## src/qmcd_defines.svh

```systemverilog
// Purpose: Constants for the host-side four-lane flash command controller
// Assumes: Included by the host and bench modules by bare name
// Notes:   Offsets are byte addresses on the AHB-Lite slave
`ifndef QMCD_DEFINES_SVH
`define QMCD_DEFINES_SVH
`define QMCD_OFF_CTRL     8'h00
`define QMCD_OFF_ADDR     8'h04
`define QMCD_OFF_WDATA    8'h08
`define QMCD_OFF_RDATA    8'h0c
`define QMCD_OFF_STATUS   8'h10
`define QMCD_OFF_PARAM    8'h14
`define QMCD_OP_WREN      8'h06
`define QMCD_OP_WRDI      8'h04
`define QMCD_OP_VSR_WREN  8'h50
`define QMCD_OP_SUSPEND   8'h75
`define QMCD_OP_RESUME    8'h7a
`define QMCD_OP_RELEASE   8'hab
`define QMCD_OP_PROG      8'h02
`define QMCD_OP_SEC_PROG  8'h42
`define QMCD_OP_SEC_ERASE 8'h44
`define QMCD_OP_WRAP_RD   8'h0c
`define QMCD_OP_FAST_RD   8'h0b
`define QMCD_OP_QIO_RD    8'heb
`define QMCD_OP_WORD_RD   8'he7
`define QMCD_OP_OCT_RD    8'he3
`define QMCD_OP_SET_WRAP  8'h77
`define QMCD_OP_SET_PARAM 8'hc0
`define QMCD_OP_RDSR1     8'h05
`define QMCD_OP_WRSR1     8'h01
`define QMCD_OP_ERASE4K   8'h20
`define QMCD_OP_CHIP_ER   8'hc7
`define QMCD_OP_CHIP_ER2  8'h60
`define QMCD_OP_BLK32     8'h52
`define QMCD_OP_BLK64     8'hd8
`define QMCD_PAGE_MAX     9'h100
`define QMCD_SEC_HI       8'h00
`define QMCD_SEC_R1       8'h10
`define QMCD_SEC_R2       8'h20
`define QMCD_SEC_R3       8'h30
`define QMCD_ID_DUMMY     4'h6
`define QMCD_QIO_DUMMY    4'h4
`define QMCD_WORD_DUMMY   4'h2
`define QMCD_DIV          4'h4
`define QMCD_CTRL_GO      0
`define QMCD_CTRL_MORE    1
`define QMCD_CTRL_END     2
`define QMCD_SER_WREN     3
`endif

```

## src/qmcd_pkg.sv

```systemverilog
// Purpose: Types for the host-side four-lane flash command controller
// Assumes: qmcd_defines.svh present
// Notes:   Link pins carried as a packed struct, states as an enum
package qmcd_pkg;
  typedef struct packed {
    logic       sel_n;
    logic       sclk;
    logic [3:0] io_o;
    logic [3:0] io_oe;
  } qmcd_link_s;
  typedef enum logic [2:0] {
    QMCD_IDLE  = 3'b000,
    QMCD_OPC   = 3'b001,
    QMCD_ADR   = 3'b010,
    QMCD_DUMMY = 3'b011,
    QMCD_WDAT  = 3'b100,
    QMCD_RDAT  = 3'b101,
    QMCD_HOLD  = 3'b110,
    QMCD_DONE  = 3'b111
  } qmcd_state_e;
endpackage

```

## src/qmcd_nib_shift.sv

```systemverilog
// Purpose: Byte to nibble serialiser and nibble to byte collector
// Assumes: Upper nibble first, lane 3 carries the nibble MSB
// Notes:   Advances on shift enable only
`timescale 1ns/1ps
module qmcd_nib_shift
  import qmcd_pkg::*;
(
  input  wire logic       clk_i,
  input  wire logic       rst_n_i,
  input  wire logic       load_i,
  input  wire logic [7:0] byte_i,
  input  wire logic       shift_i,
  input  wire logic [3:0] nib_i,
  output logic      [3:0] nib_o,
  output logic      [7:0] byte_o
);
  typedef struct packed {
    logic [7:0] tx;
    logic [7:0] rx;
  } qmcd_sh_s;
  qmcd_sh_s s_q, s_d;
  always_comb begin
    s_d = s_q;
    if (load_i) begin
      s_d.tx = byte_i;
    end else if (shift_i) begin
      s_d.tx = {s_q.tx[3:0], 4'h0};
    end
    if (shift_i) begin
      s_d.rx = {s_q.rx[3:0], nib_i};
    end
  end
  always_ff @(posedge clk_i or negedge rst_n_i) begin
    if (!rst_n_i) begin
      s_q <= '0;
    end else begin
      s_q <= s_d;
    end
  end
  assign nib_o  = s_q.tx[7:4];
  assign byte_o = s_q.rx;
endmodule // qmcd_nib_shift

```

## src/qmcd_host.sv

```systemverilog
// Purpose: Host controller driving a four-lane command mode serial flash
// Assumes: Flash already in four-lane command mode; AHB-Lite single word access
// Notes:   Software issues commands byte by byte through registers
`timescale 1ns/1ps
`include "qmcd_defines.svh"
module qmcd_host
  import qmcd_pkg::*;
(
  input  wire logic        clk_i,
  input  wire logic        rst_n_i,
  input  wire logic        hsel_i,
  input  wire logic [31:0] haddr_i,
  input  wire logic [1:0]  htrans_i,
  input  wire logic        hwrite_i,
  input  wire logic [2:0]  hsize_i,
  input  wire logic [31:0] hwdata_i,
  input  wire logic        hready_i,
  output logic      [31:0] hrdata_o,
  output logic             hreadyout_o,
  output logic             hresp_o,
  input  wire logic [3:0]  io_i,
  output logic             sel_n_o,
  output logic             sclk_o,
  output logic      [3:0]  io_o,
  output logic      [3:0]  io_oe_o
);
  typedef struct packed {
    qmcd_state_e st;
    logic        ap;
    logic        aw;
    logic [7:0]  aa;
    logic [7:0]  opc;
    logic [23:0] adr;
    logic [7:0]  mode;
    logic [7:0]  wdat;
    logic [7:0]  rdat;
    logic [7:0]  param;
    logic        write_enable_latch;
    logic        rvalid;
    logic        wfree;
    logic        go_more;
    logic        go_end;
    logic        refused;
    logic [8:0]  pcnt;
    logic [3:0]  div;
    logic        ph;
    logic        nib;
    logic [2:0]  bcnt;
    logic [4:0]  dcnt;
    logic        sclk;
    logic        sel_n;
    logic [3:0]  io_s1;
    logic [3:0]  io_s2;
    logic [7:0]  hold_b;
  } qmcd_st_s;
  qmcd_st_s   s_q, s_d;
  logic       tick;
  logic       ld;
  logic       sh;
  logic [7:0] ld_b;
  logic [3:0] nib;
  logic [7:0] rx_b;
  logic       needs_wel;
  logic       is_write;
  logic [4:0] dummies;

  qmcd_nib_shift u_sh (
    .clk_i   (clk_i),
    .rst_n_i (rst_n_i),
    .load_i  (ld),
    .byte_i  (ld_b),
    .shift_i (sh),
    .nib_i   (s_q.io_s2),
    .nib_o   (nib),
    .byte_o  (rx_b)
  );

  assign tick = (s_q.div == `QMCD_DIV - 4'h1);
  always_comb begin
    unique case (s_q.opc)
      `QMCD_OP_PROG, `QMCD_OP_SEC_PROG, `QMCD_OP_SEC_ERASE, `QMCD_OP_WRSR1,
      `QMCD_OP_ERASE4K, `QMCD_OP_CHIP_ER, `QMCD_OP_CHIP_ER2,
      `QMCD_OP_BLK32, `QMCD_OP_BLK64: needs_wel = 1'b1;
      default: needs_wel = 1'b0;
    endcase
  end
  assign is_write = (s_q.opc == `QMCD_OP_PROG) || (s_q.opc == `QMCD_OP_SEC_PROG)
                 || (s_q.opc == `QMCD_OP_WRSR1) || (s_q.opc == `QMCD_OP_SET_PARAM);
  always_comb begin
    unique case (s_q.opc)
      `QMCD_OP_FAST_RD, `QMCD_OP_WRAP_RD: dummies = {1'b0, s_q.param[7:4]};
      `QMCD_OP_QIO_RD:  dummies = {1'b0, `QMCD_QIO_DUMMY};
      `QMCD_OP_WORD_RD: dummies = {1'b0, `QMCD_WORD_DUMMY};
      `QMCD_OP_OCT_RD:  dummies = 5'h0;
      `QMCD_OP_RELEASE: dummies = {1'b0, `QMCD_ID_DUMMY};
      default:          dummies = 5'h0;
    endcase
  end

  always_comb begin
    s_d = s_q;
    ld = 1'b0;
    ld_b = s_q.opc;
    sh = 1'b0;
    s_d.io_s1 = io_i;
    s_d.io_s2 = s_q.io_s1;
    s_d.div = tick ? 4'h0 : s_q.div + 4'h1;
    // Bus address phase capture
    if (hsel_i && hready_i && htrans_i[1]) begin
      s_d.ap = 1'b1;
      s_d.aw = hwrite_i;
      s_d.aa = haddr_i[7:0];
    end else if (hready_i) begin
      s_d.ap = 1'b0;
    end
    if (s_q.ap && s_q.aw) begin
      unique case (s_q.aa)
        `QMCD_OFF_CTRL: begin
          s_d.opc     = hwdata_i[15:8];
          s_d.go_more = hwdata_i[`QMCD_CTRL_MORE];
          s_d.go_end  = hwdata_i[`QMCD_CTRL_END];
          if (hwdata_i[`QMCD_CTRL_GO] && s_q.st == QMCD_IDLE) begin
            s_d.st      = QMCD_OPC;
            s_d.refused = 1'b0;
            s_d.pcnt    = 9'h0;
          end
        end
        `QMCD_OFF_ADDR: begin
          s_d.adr  = hwdata_i[23:0];
          s_d.mode = hwdata_i[31:24];
        end
        `QMCD_OFF_WDATA: begin
          s_d.wdat  = hwdata_i[7:0];
          s_d.wfree = 1'b0;
        end
        `QMCD_OFF_PARAM: s_d.param = hwdata_i[7:0];
        default: ;
      endcase
    end
    if (s_q.ap && !s_q.aw && s_q.aa == `QMCD_OFF_RDATA) begin
      s_d.rvalid = 1'b0;
    end
    unique case (s_q.st)
      QMCD_IDLE: begin
        s_d.sel_n = 1'b1;
        s_d.sclk  = 1'b0;
      end
      QMCD_OPC: begin
        if (needs_wel && !s_q.write_enable_latch) begin
          s_d.refused = 1'b1;
          s_d.st      = QMCD_IDLE;
        end else if (tick) begin
          s_d.sel_n = 1'b0;
          ld        = 1'b1;
          ld_b      = s_q.opc;
          s_d.nib   = 1'b0;
          s_d.ph    = 1'b0;
          s_d.bcnt  = 3'h1;
          s_d.st    = QMCD_ADR;
          s_d.hold_b = s_q.opc;
        end
      end
      QMCD_ADR, QMCD_WDAT, QMCD_RDAT, QMCD_DUMMY: begin
        if (tick) begin
          s_d.sclk = ~s_q.ph;
          s_d.ph   = ~s_q.ph;
          if (s_q.ph) begin
            sh      = 1'b1;
            s_d.nib = ~s_q.nib;
            if (s_q.st == QMCD_DUMMY) begin
              s_d.dcnt = s_q.dcnt - 5'h1;
              if (s_q.dcnt == 5'h1) begin
                s_d.st = QMCD_RDAT;
              end
            end else if (s_q.nib) begin
              // Byte boundary
              if (s_q.st == QMCD_RDAT) begin
                s_d.rdat   = {rx_b[3:0], s_q.io_s2};
                s_d.rvalid = 1'b1;
                if (s_q.go_end) begin
                  s_d.st = QMCD_DONE;
                end
              end else if (s_q.bcnt <= 3'h3 && s_q.hold_b != `QMCD_OP_WREN &&
                           s_q.hold_b != `QMCD_OP_WRDI && s_q.hold_b != `QMCD_OP_VSR_WREN &&
                           s_q.hold_b != `QMCD_OP_SUSPEND && s_q.hold_b != `QMCD_OP_RESUME &&
                           !is_write && dummies == 5'h0 && s_q.hold_b != `QMCD_OP_SET_WRAP &&
                           s_q.hold_b != `QMCD_OP_RDSR1) begin
                ld     = 1'b1;
                ld_b   = s_q.adr[5'd23 - {s_q.bcnt - 3'h1, 3'h0} -: 8];
                s_d.bcnt = s_q.bcnt + 3'h1;
              end else if (s_q.bcnt <= 3'h3 && (is_write || dummies != 5'h0) &&
                           s_q.hold_b != `QMCD_OP_SET_PARAM && s_q.hold_b != `QMCD_OP_WRSR1 &&
                           s_q.hold_b != `QMCD_OP_RELEASE) begin
                ld     = 1'b1;
                ld_b   = s_q.adr[5'd23 - {s_q.bcnt - 3'h1, 3'h0} -: 8];
                s_d.bcnt = s_q.bcnt + 3'h1;
              end else if (s_q.bcnt == 3'h4 && s_q.hold_b == `QMCD_OP_QIO_RD) begin
                ld       = 1'b1;
                ld_b     = s_q.mode;
                s_d.bcnt = 3'h5;
              end else if (s_q.hold_b == `QMCD_OP_SET_WRAP && s_q.bcnt <= 3'h4) begin
                ld       = 1'b1;
                ld_b     = (s_q.bcnt == 3'h4) ? {1'b0, s_q.param[6:4], 4'h0} : 8'h0;
                s_d.bcnt = s_q.bcnt + 3'h1;
              end else if (is_write) begin
                if (s_q.pcnt != 9'h0 && (!s_q.go_more || s_q.pcnt == `QMCD_PAGE_MAX)) begin
                  s_d.st = QMCD_DONE;
                end else begin
                  ld       = 1'b1;
                  ld_b     = (s_q.hold_b == `QMCD_OP_SET_PARAM) ? s_q.param : s_q.wdat;
                  s_d.wfree = 1'b1;
                  s_d.pcnt = s_q.pcnt + 9'h1;
                  s_d.st   = QMCD_WDAT;
                end
              end else if (dummies != 5'h0) begin
                s_d.dcnt = dummies;
                s_d.st   = QMCD_DUMMY;
              end else if (s_q.hold_b == `QMCD_OP_RDSR1 || s_q.hold_b == `QMCD_OP_OCT_RD) begin
                s_d.st = QMCD_RDAT;
              end else begin
                s_d.st = QMCD_DONE;
              end
            end
          end
        end
      end
      QMCD_DONE: begin
        if (tick) begin
          s_d.sel_n = 1'b1;
          s_d.sclk  = 1'b0;
          s_d.st    = QMCD_HOLD;
          if (s_q.hold_b == `QMCD_OP_WREN) begin
            s_d.write_enable_latch = 1'b1;
          end else if (s_q.hold_b == `QMCD_OP_WRDI || needs_wel) begin
            s_d.write_enable_latch = 1'b0;
          end
        end
      end
      QMCD_HOLD: begin
        if (tick) begin
          s_d.st = QMCD_IDLE;
        end
      end
      default: s_d.st = QMCD_IDLE;
    endcase
  end

  always_ff @(posedge clk_i or negedge rst_n_i) begin
    if (!rst_n_i) begin
      s_q        <= '0;
      s_q.st     <= QMCD_IDLE;
      s_q.sel_n  <= 1'b1;
      s_q.wfree  <= 1'b1;
    end else begin
      s_q <= s_d;
    end
  end

  always_comb begin
    unique case (s_q.aa)
      `QMCD_OFF_RDATA:  hrdata_o = {24'h0, s_q.rdat};
      `QMCD_OFF_STATUS: hrdata_o = {27'h0, s_q.refused, s_q.wfree, s_q.rvalid, s_q.write_enable_latch,
                                    s_q.st != QMCD_IDLE};
      `QMCD_OFF_PARAM:  hrdata_o = {24'h0, s_q.param};
      default:          hrdata_o = 32'h0;
    endcase
  end
  assign hreadyout_o = 1'b1;
  assign hresp_o     = 1'b0;
  assign sel_n_o     = s_q.sel_n;
  assign sclk_o      = s_q.sclk;
  assign io_o        = nib;
  assign io_oe_o     = (s_q.st == QMCD_ADR || s_q.st == QMCD_WDAT) ? 4'hf : 4'h0;
endmodule // qmcd_host

```

## config.mk

```make
export PLATFORM = sky130hd
export DESIGN_NAME = qmcd_host
export DESIGN_NICKNAME = d
export VERILOG_FILES = /design/src/qmcd_pkg.sv /design/src/qmcd_nib_shift.sv /design/src/qmcd_host.sv
export VERILOG_INCLUDE_DIRS = /design/src
export SDC_FILE = /design/constraint.sdc
export NUM_CORES = 1
export LEC_CHECK = 0
export ABC_AREA = 1
export BUFFER_PORTS_ARGS = -buffer_cell sky130_fd_sc_hd__buf_2
export CAP_MARGIN = 20
export CORE_MARGIN = 5
export CORE_UTILIZATION = 61
export CTS_CLUSTER_DIAMETER = 50
export DETAILED_ROUTE_END_ITERATION = 16
export PLACE_DENSITY = 0.9
export SLEW_MARGIN = 20
export SYNTH_ARGS = -nofsm -noshare
export SYNTH_HDL_FRONTEND = slang
export SYNTH_SLANG_ARGS = --single-unit
```

## constraint.sdc

```tcl
create_clock -name clk_i -period 4.1 [get_ports clk_i]
set_input_delay 0.615 -clock clk_i [delete_from_list [all_inputs] [get_ports clk_i]]
set_output_delay 0.615 -clock clk_i [all_outputs]
set_load 0.01 [all_outputs]
```

After elaboration in Yosys (flattened, before gate mapping)
Index checks and enable logic that the tools add are counted.

Output and inout port bits: 44. Word-level logic and storage cells: 291. Register bits after elaboration: 136.

Bitwise operators: 4. Reduce and logical (&&, ||, !) cells: 65. Shift-type cells: 1. Order comparisons: 2. Multiplexer cells: 121. Equal/unequal tests: 63. Add/sub/neg operators: 6.

Operators by type and width (count): $mux W8 (17); $mux W9 (13); $mux W3 (25); $eq A8 B8 Y1 const B (9); $mux W5 (9); $eq A8 B7 Y1 const B (5); $mux W1 (35); $eq A8 B3 Y1 const B (4); $eq A8 B4 Y1 const B (4); $ne A8 B7 Y1 const B (4); $shiftx A31 B7 Y8 (1); $ne A2 B2 Y1 const B (13); $ne A8 B3 Y1 const B (3); $pmux W8 S3 (1); $logic_and A1 B1 Y1 (23); $eq A8 B5 Y1 const B (2); $mux W2 (8); $ne A8 B8 Y1 const B (2); $pmux W4 S4 (1); $eq A3 B3 Y1 const B (5); $mux W13 (1); $mux W12 (1); $pmux W3 S4 (1); $reduce_bool A2 Y1 (6); other kinds (45) (69).

Longest topological paths before layout
Depth after elaboration: 18. Mapped depth: 20. Depth with buffers taken out: 19.

By module
From an unflattened synthesis, not the netlist that was laid out.

Cells, all modules: 965. Area, all modules: 7693.6 um2.

By module, submodules not included: qmcd_host (cells each 874, area an instance 6925.4 um2, sequential area each 3105.5 um2, times used 1); qmcd_nib_shift (cells each 91, area an instance 768.2 um2, sequential area each 400.4 um2, times used 1).

Worst setup path before layout
OpenSTA, ideal clock, no wires.

Path type: register -> register. Start point: register s_q[23] (netlist bit). End point: register s_q[39] (netlist bit). Library setup time: 0.118 ns. Arrival: 2.190 ns. Stages on the path, launching flop included: 14. Setup slack: 1.793 ns. Cell sequence: dfrtp_1 -> clkinv_1 -> ha_1 -> or2_1 -> nand3_1 -> inv_2 -> nor2_4 -> inv_1 -> nor3_4 -> nand2_2 -> nand2_2 -> nand2_1 -> a21oi_1 -> inv_1.

RTL lines: start: declaration (RTL line qmcd_host.sv:56) `qmcd_st_s s_q, s_d;`.

==> impl_metrics.ini <==
[synthesis]
synth_seq_cells = 136
dominantRegCellSynth = dfrtp_1
syn_area_sq_mm = 0.00746
synth_edf_count = 0
synthArstFlopShare_pct = 100
ys_seq_area_share_pct = 45.7
synth_cell_types = 50
yosys_warnings = 0
syn_inst = 950
syn_avg_cell_area_sq_um = 7.85

[timing]
timing.fmax_mhz = 339
setup_tns_ns = 0
whs_ns = 0.250
final.setup_skew_ns = 0.00655
hold_violations = 0
relSlewSlack_pct = 41.8
drv_slew = 0
min_period_over_period_pct = 71.9
worst_pin_slew_ns = 0.870
setup_viol = 0
period_needed_ns = 2.95
rsz0062_at_grt = false

[cts]
clk_pin_slew_ns = 0.06
cts_setup_buffers = 0
cts_buffers = 17
clock_latency_ns = 0.43
root_buffer = clkbuf_16
clk_path_buf_depth = 2
cts-hold-fix-buffers = 0
cts_tree = done
clock_sinks = 136
cts_resized = 0
htreeDepth = 4

[global_route]
grt_pass1_wl_microns = 31900
antenna_found_initial = 0
grt_start_max_net_pins = 96
grt_pass1_vias = 6513
grt_usage_pct = 27.7
grt-ovfl-total = 0

[setup_path]
worst_setup_path_end_kind = flop
start_kind = flop
worstReg2RegStart = s_q[23]
crit_arrival_ns = 3.27
worstPathRequired_ns = 4.42
startpoint = s_q[23]
cp_max_fo = 11
critical_path_class = flop to flop

[placed_design]
place_inst = 1140
port_buffers = 67
place.gp.congestion = 0.942
dp_hpwl_microns = 13200

[run_status]
status = finished clean

[pwr]
powerDensity_mw_per_mm2 = 390
design_power_total_mw = 3.28
ir_worst_vdd_mv = 0.282
power.leakage_nw = 4.45

[finish]
drive_gt1_share_pct = 15.6
area_delta_synth_final_pct = 12.9
final_common_cell = nand2_1
nNetsFinal = 1098
fin_cells = 1172
diodes = 0
final_cell_mix = nand2_1, dfrtp_1, inv_1, o21ai_0, nand3_1

[drt]
first_iter_violations = 708
ant_nets = 0
drc = 0
first_pass_iters = 5
wirelength_microns = 19900
via_per_inst = 5.76
wire_per_inst_microns = 17.0
vias = 6745

[floorplan]
ios = 122
core.rowCount = 40
initial_core_util_pct = 62.1
dieArea_sq_mm = 0.0145
die_w_microns = 121
die_h_microns = 121
coreArea_sq_mm = 0.0120

[hold_path]
holdCritPathClass = input port to async pin

[job]
cap_viol_max_count = 0
flip-flops by register name, indices dropped and copies added, names as in the netlist:
name,count
sclk_o,1
u_sh.nib_o,4
u_sh.s_q,4
s_d,4
s_q,118
u_sh.byte_o,4
sel_n_o,1
layout make-up:
cell class | instances | area (sq um)
clock inverters | 13 | 191
repair buffers | 74 | 394
flip-flops and latches | 136 | 3410
multi-input cells | 666 | 3360
well taps | 147 | 184
inverters | 117 | 439
clock buffers | 19 | 443
fillers | 907 | 3590
metal layers:
layer	part of all wire [%]	global-route usage (%)
met4	4.4	13.5
met3	8.6	5.14
met5	0	0
met2	48	44.7
met1	39	36.2
power breakdown:
| group | total, mW | internal [mW] | switching, mW |
|---|---|---|---|
| Clock | 1.67 | 1.04 | 0.626 |
| Combinational | 0.194 | 0.0662 | 0.128 |
| Sequential | 1.42 | 1.39 | 0.0296 |
final timing paths:
path	depth (start not counted)	slack [ns]	end
max in group asynchronous	2	2.97	s_q[119]
max reg2reg	13	1.15	s_q[39]
min in group clk_i	1	0.29	s_d[9]
min	1	0.25	u_sh.nib_o[0]
min reg2reg	0	0.36	s_q[11]
max	13	1.15	s_q[39]
cell usage after synthesis (3+ instances only):
master | n | share of area, %
a21oi_1 | 22 | 1.5
a31oi_1 | 3 | 0.25
buf_4 | 33 | 3.3
clkbuf_1 | 18 | 0.91
dfrtp_1 | 134 | 45
ha_1 | 8 | 1.3
inv_1 | 109 | 5.5
inv_2 | 6 | 0.30
mux2_2 | 22 | 3.3
nand2_1 | 246 | 12
nand2_2 | 7 | 0.59
nand2_4 | 3 | 0.45
nand3_1 | 75 | 5.0
nand4_1 | 16 | 1.3
nor2_1 | 73 | 3.7
nor2_4 | 5 | 0.76
nor3_1 | 13 | 0.87
o211ai_1 | 7 | 0.70
o21ai_0 | 86 | 5.8
o21ai_1 | 10 | 0.67
o22ai_1 | 8 | 0.67
xor2_1 | 6 | 0.70
metrics by stage:
step	setup slack, ns	area [sq um]	utilization (%)
finish	1.15	8420	70.1
global route	0.996	8420	70.1
CTS	1.20	8420	70.1
detailed placement	1.26	7780	64.8
global placement	1.28	7780	64.8
floorplan	1.79	7550	-
logic make-up (layout without fill, tap and decap cells):
logic type | Yosys count | after routing | share of synthesized area, %
AND/OR/NAND/NOR | 453 | 453 | 27.0
buffers and inverters | 172 | 223 | 10.5
AO/OA/AOI/OAI | 149 | 149 | 11.1
flip-flops | 136 | 136 | 45.7
multiplexers | 23 | 23 | 3.46
adder cells (fa/ha/maj) | 8 | 8 | 1.34
XOR/XNOR | 7 | 7 | 0.822
other | 2 | 26 | 0.101
critical path, cell delays in order, from the launching register on:
cell      delay, ns
dfrtp_1        0.44
clkinv_1       0.30
ha_1           0.32
or2_1          0.27
nand3_1        0.20
inv_2          0.13
nor2_4         0.17
inv_1          0.10
nor3_4         0.25
nand2_2        0.23
nand2_2        0.18
nand2_1        0.07
a21oi_1        0.13
inv_1          0.05
(Power assumes the default switching activity.)
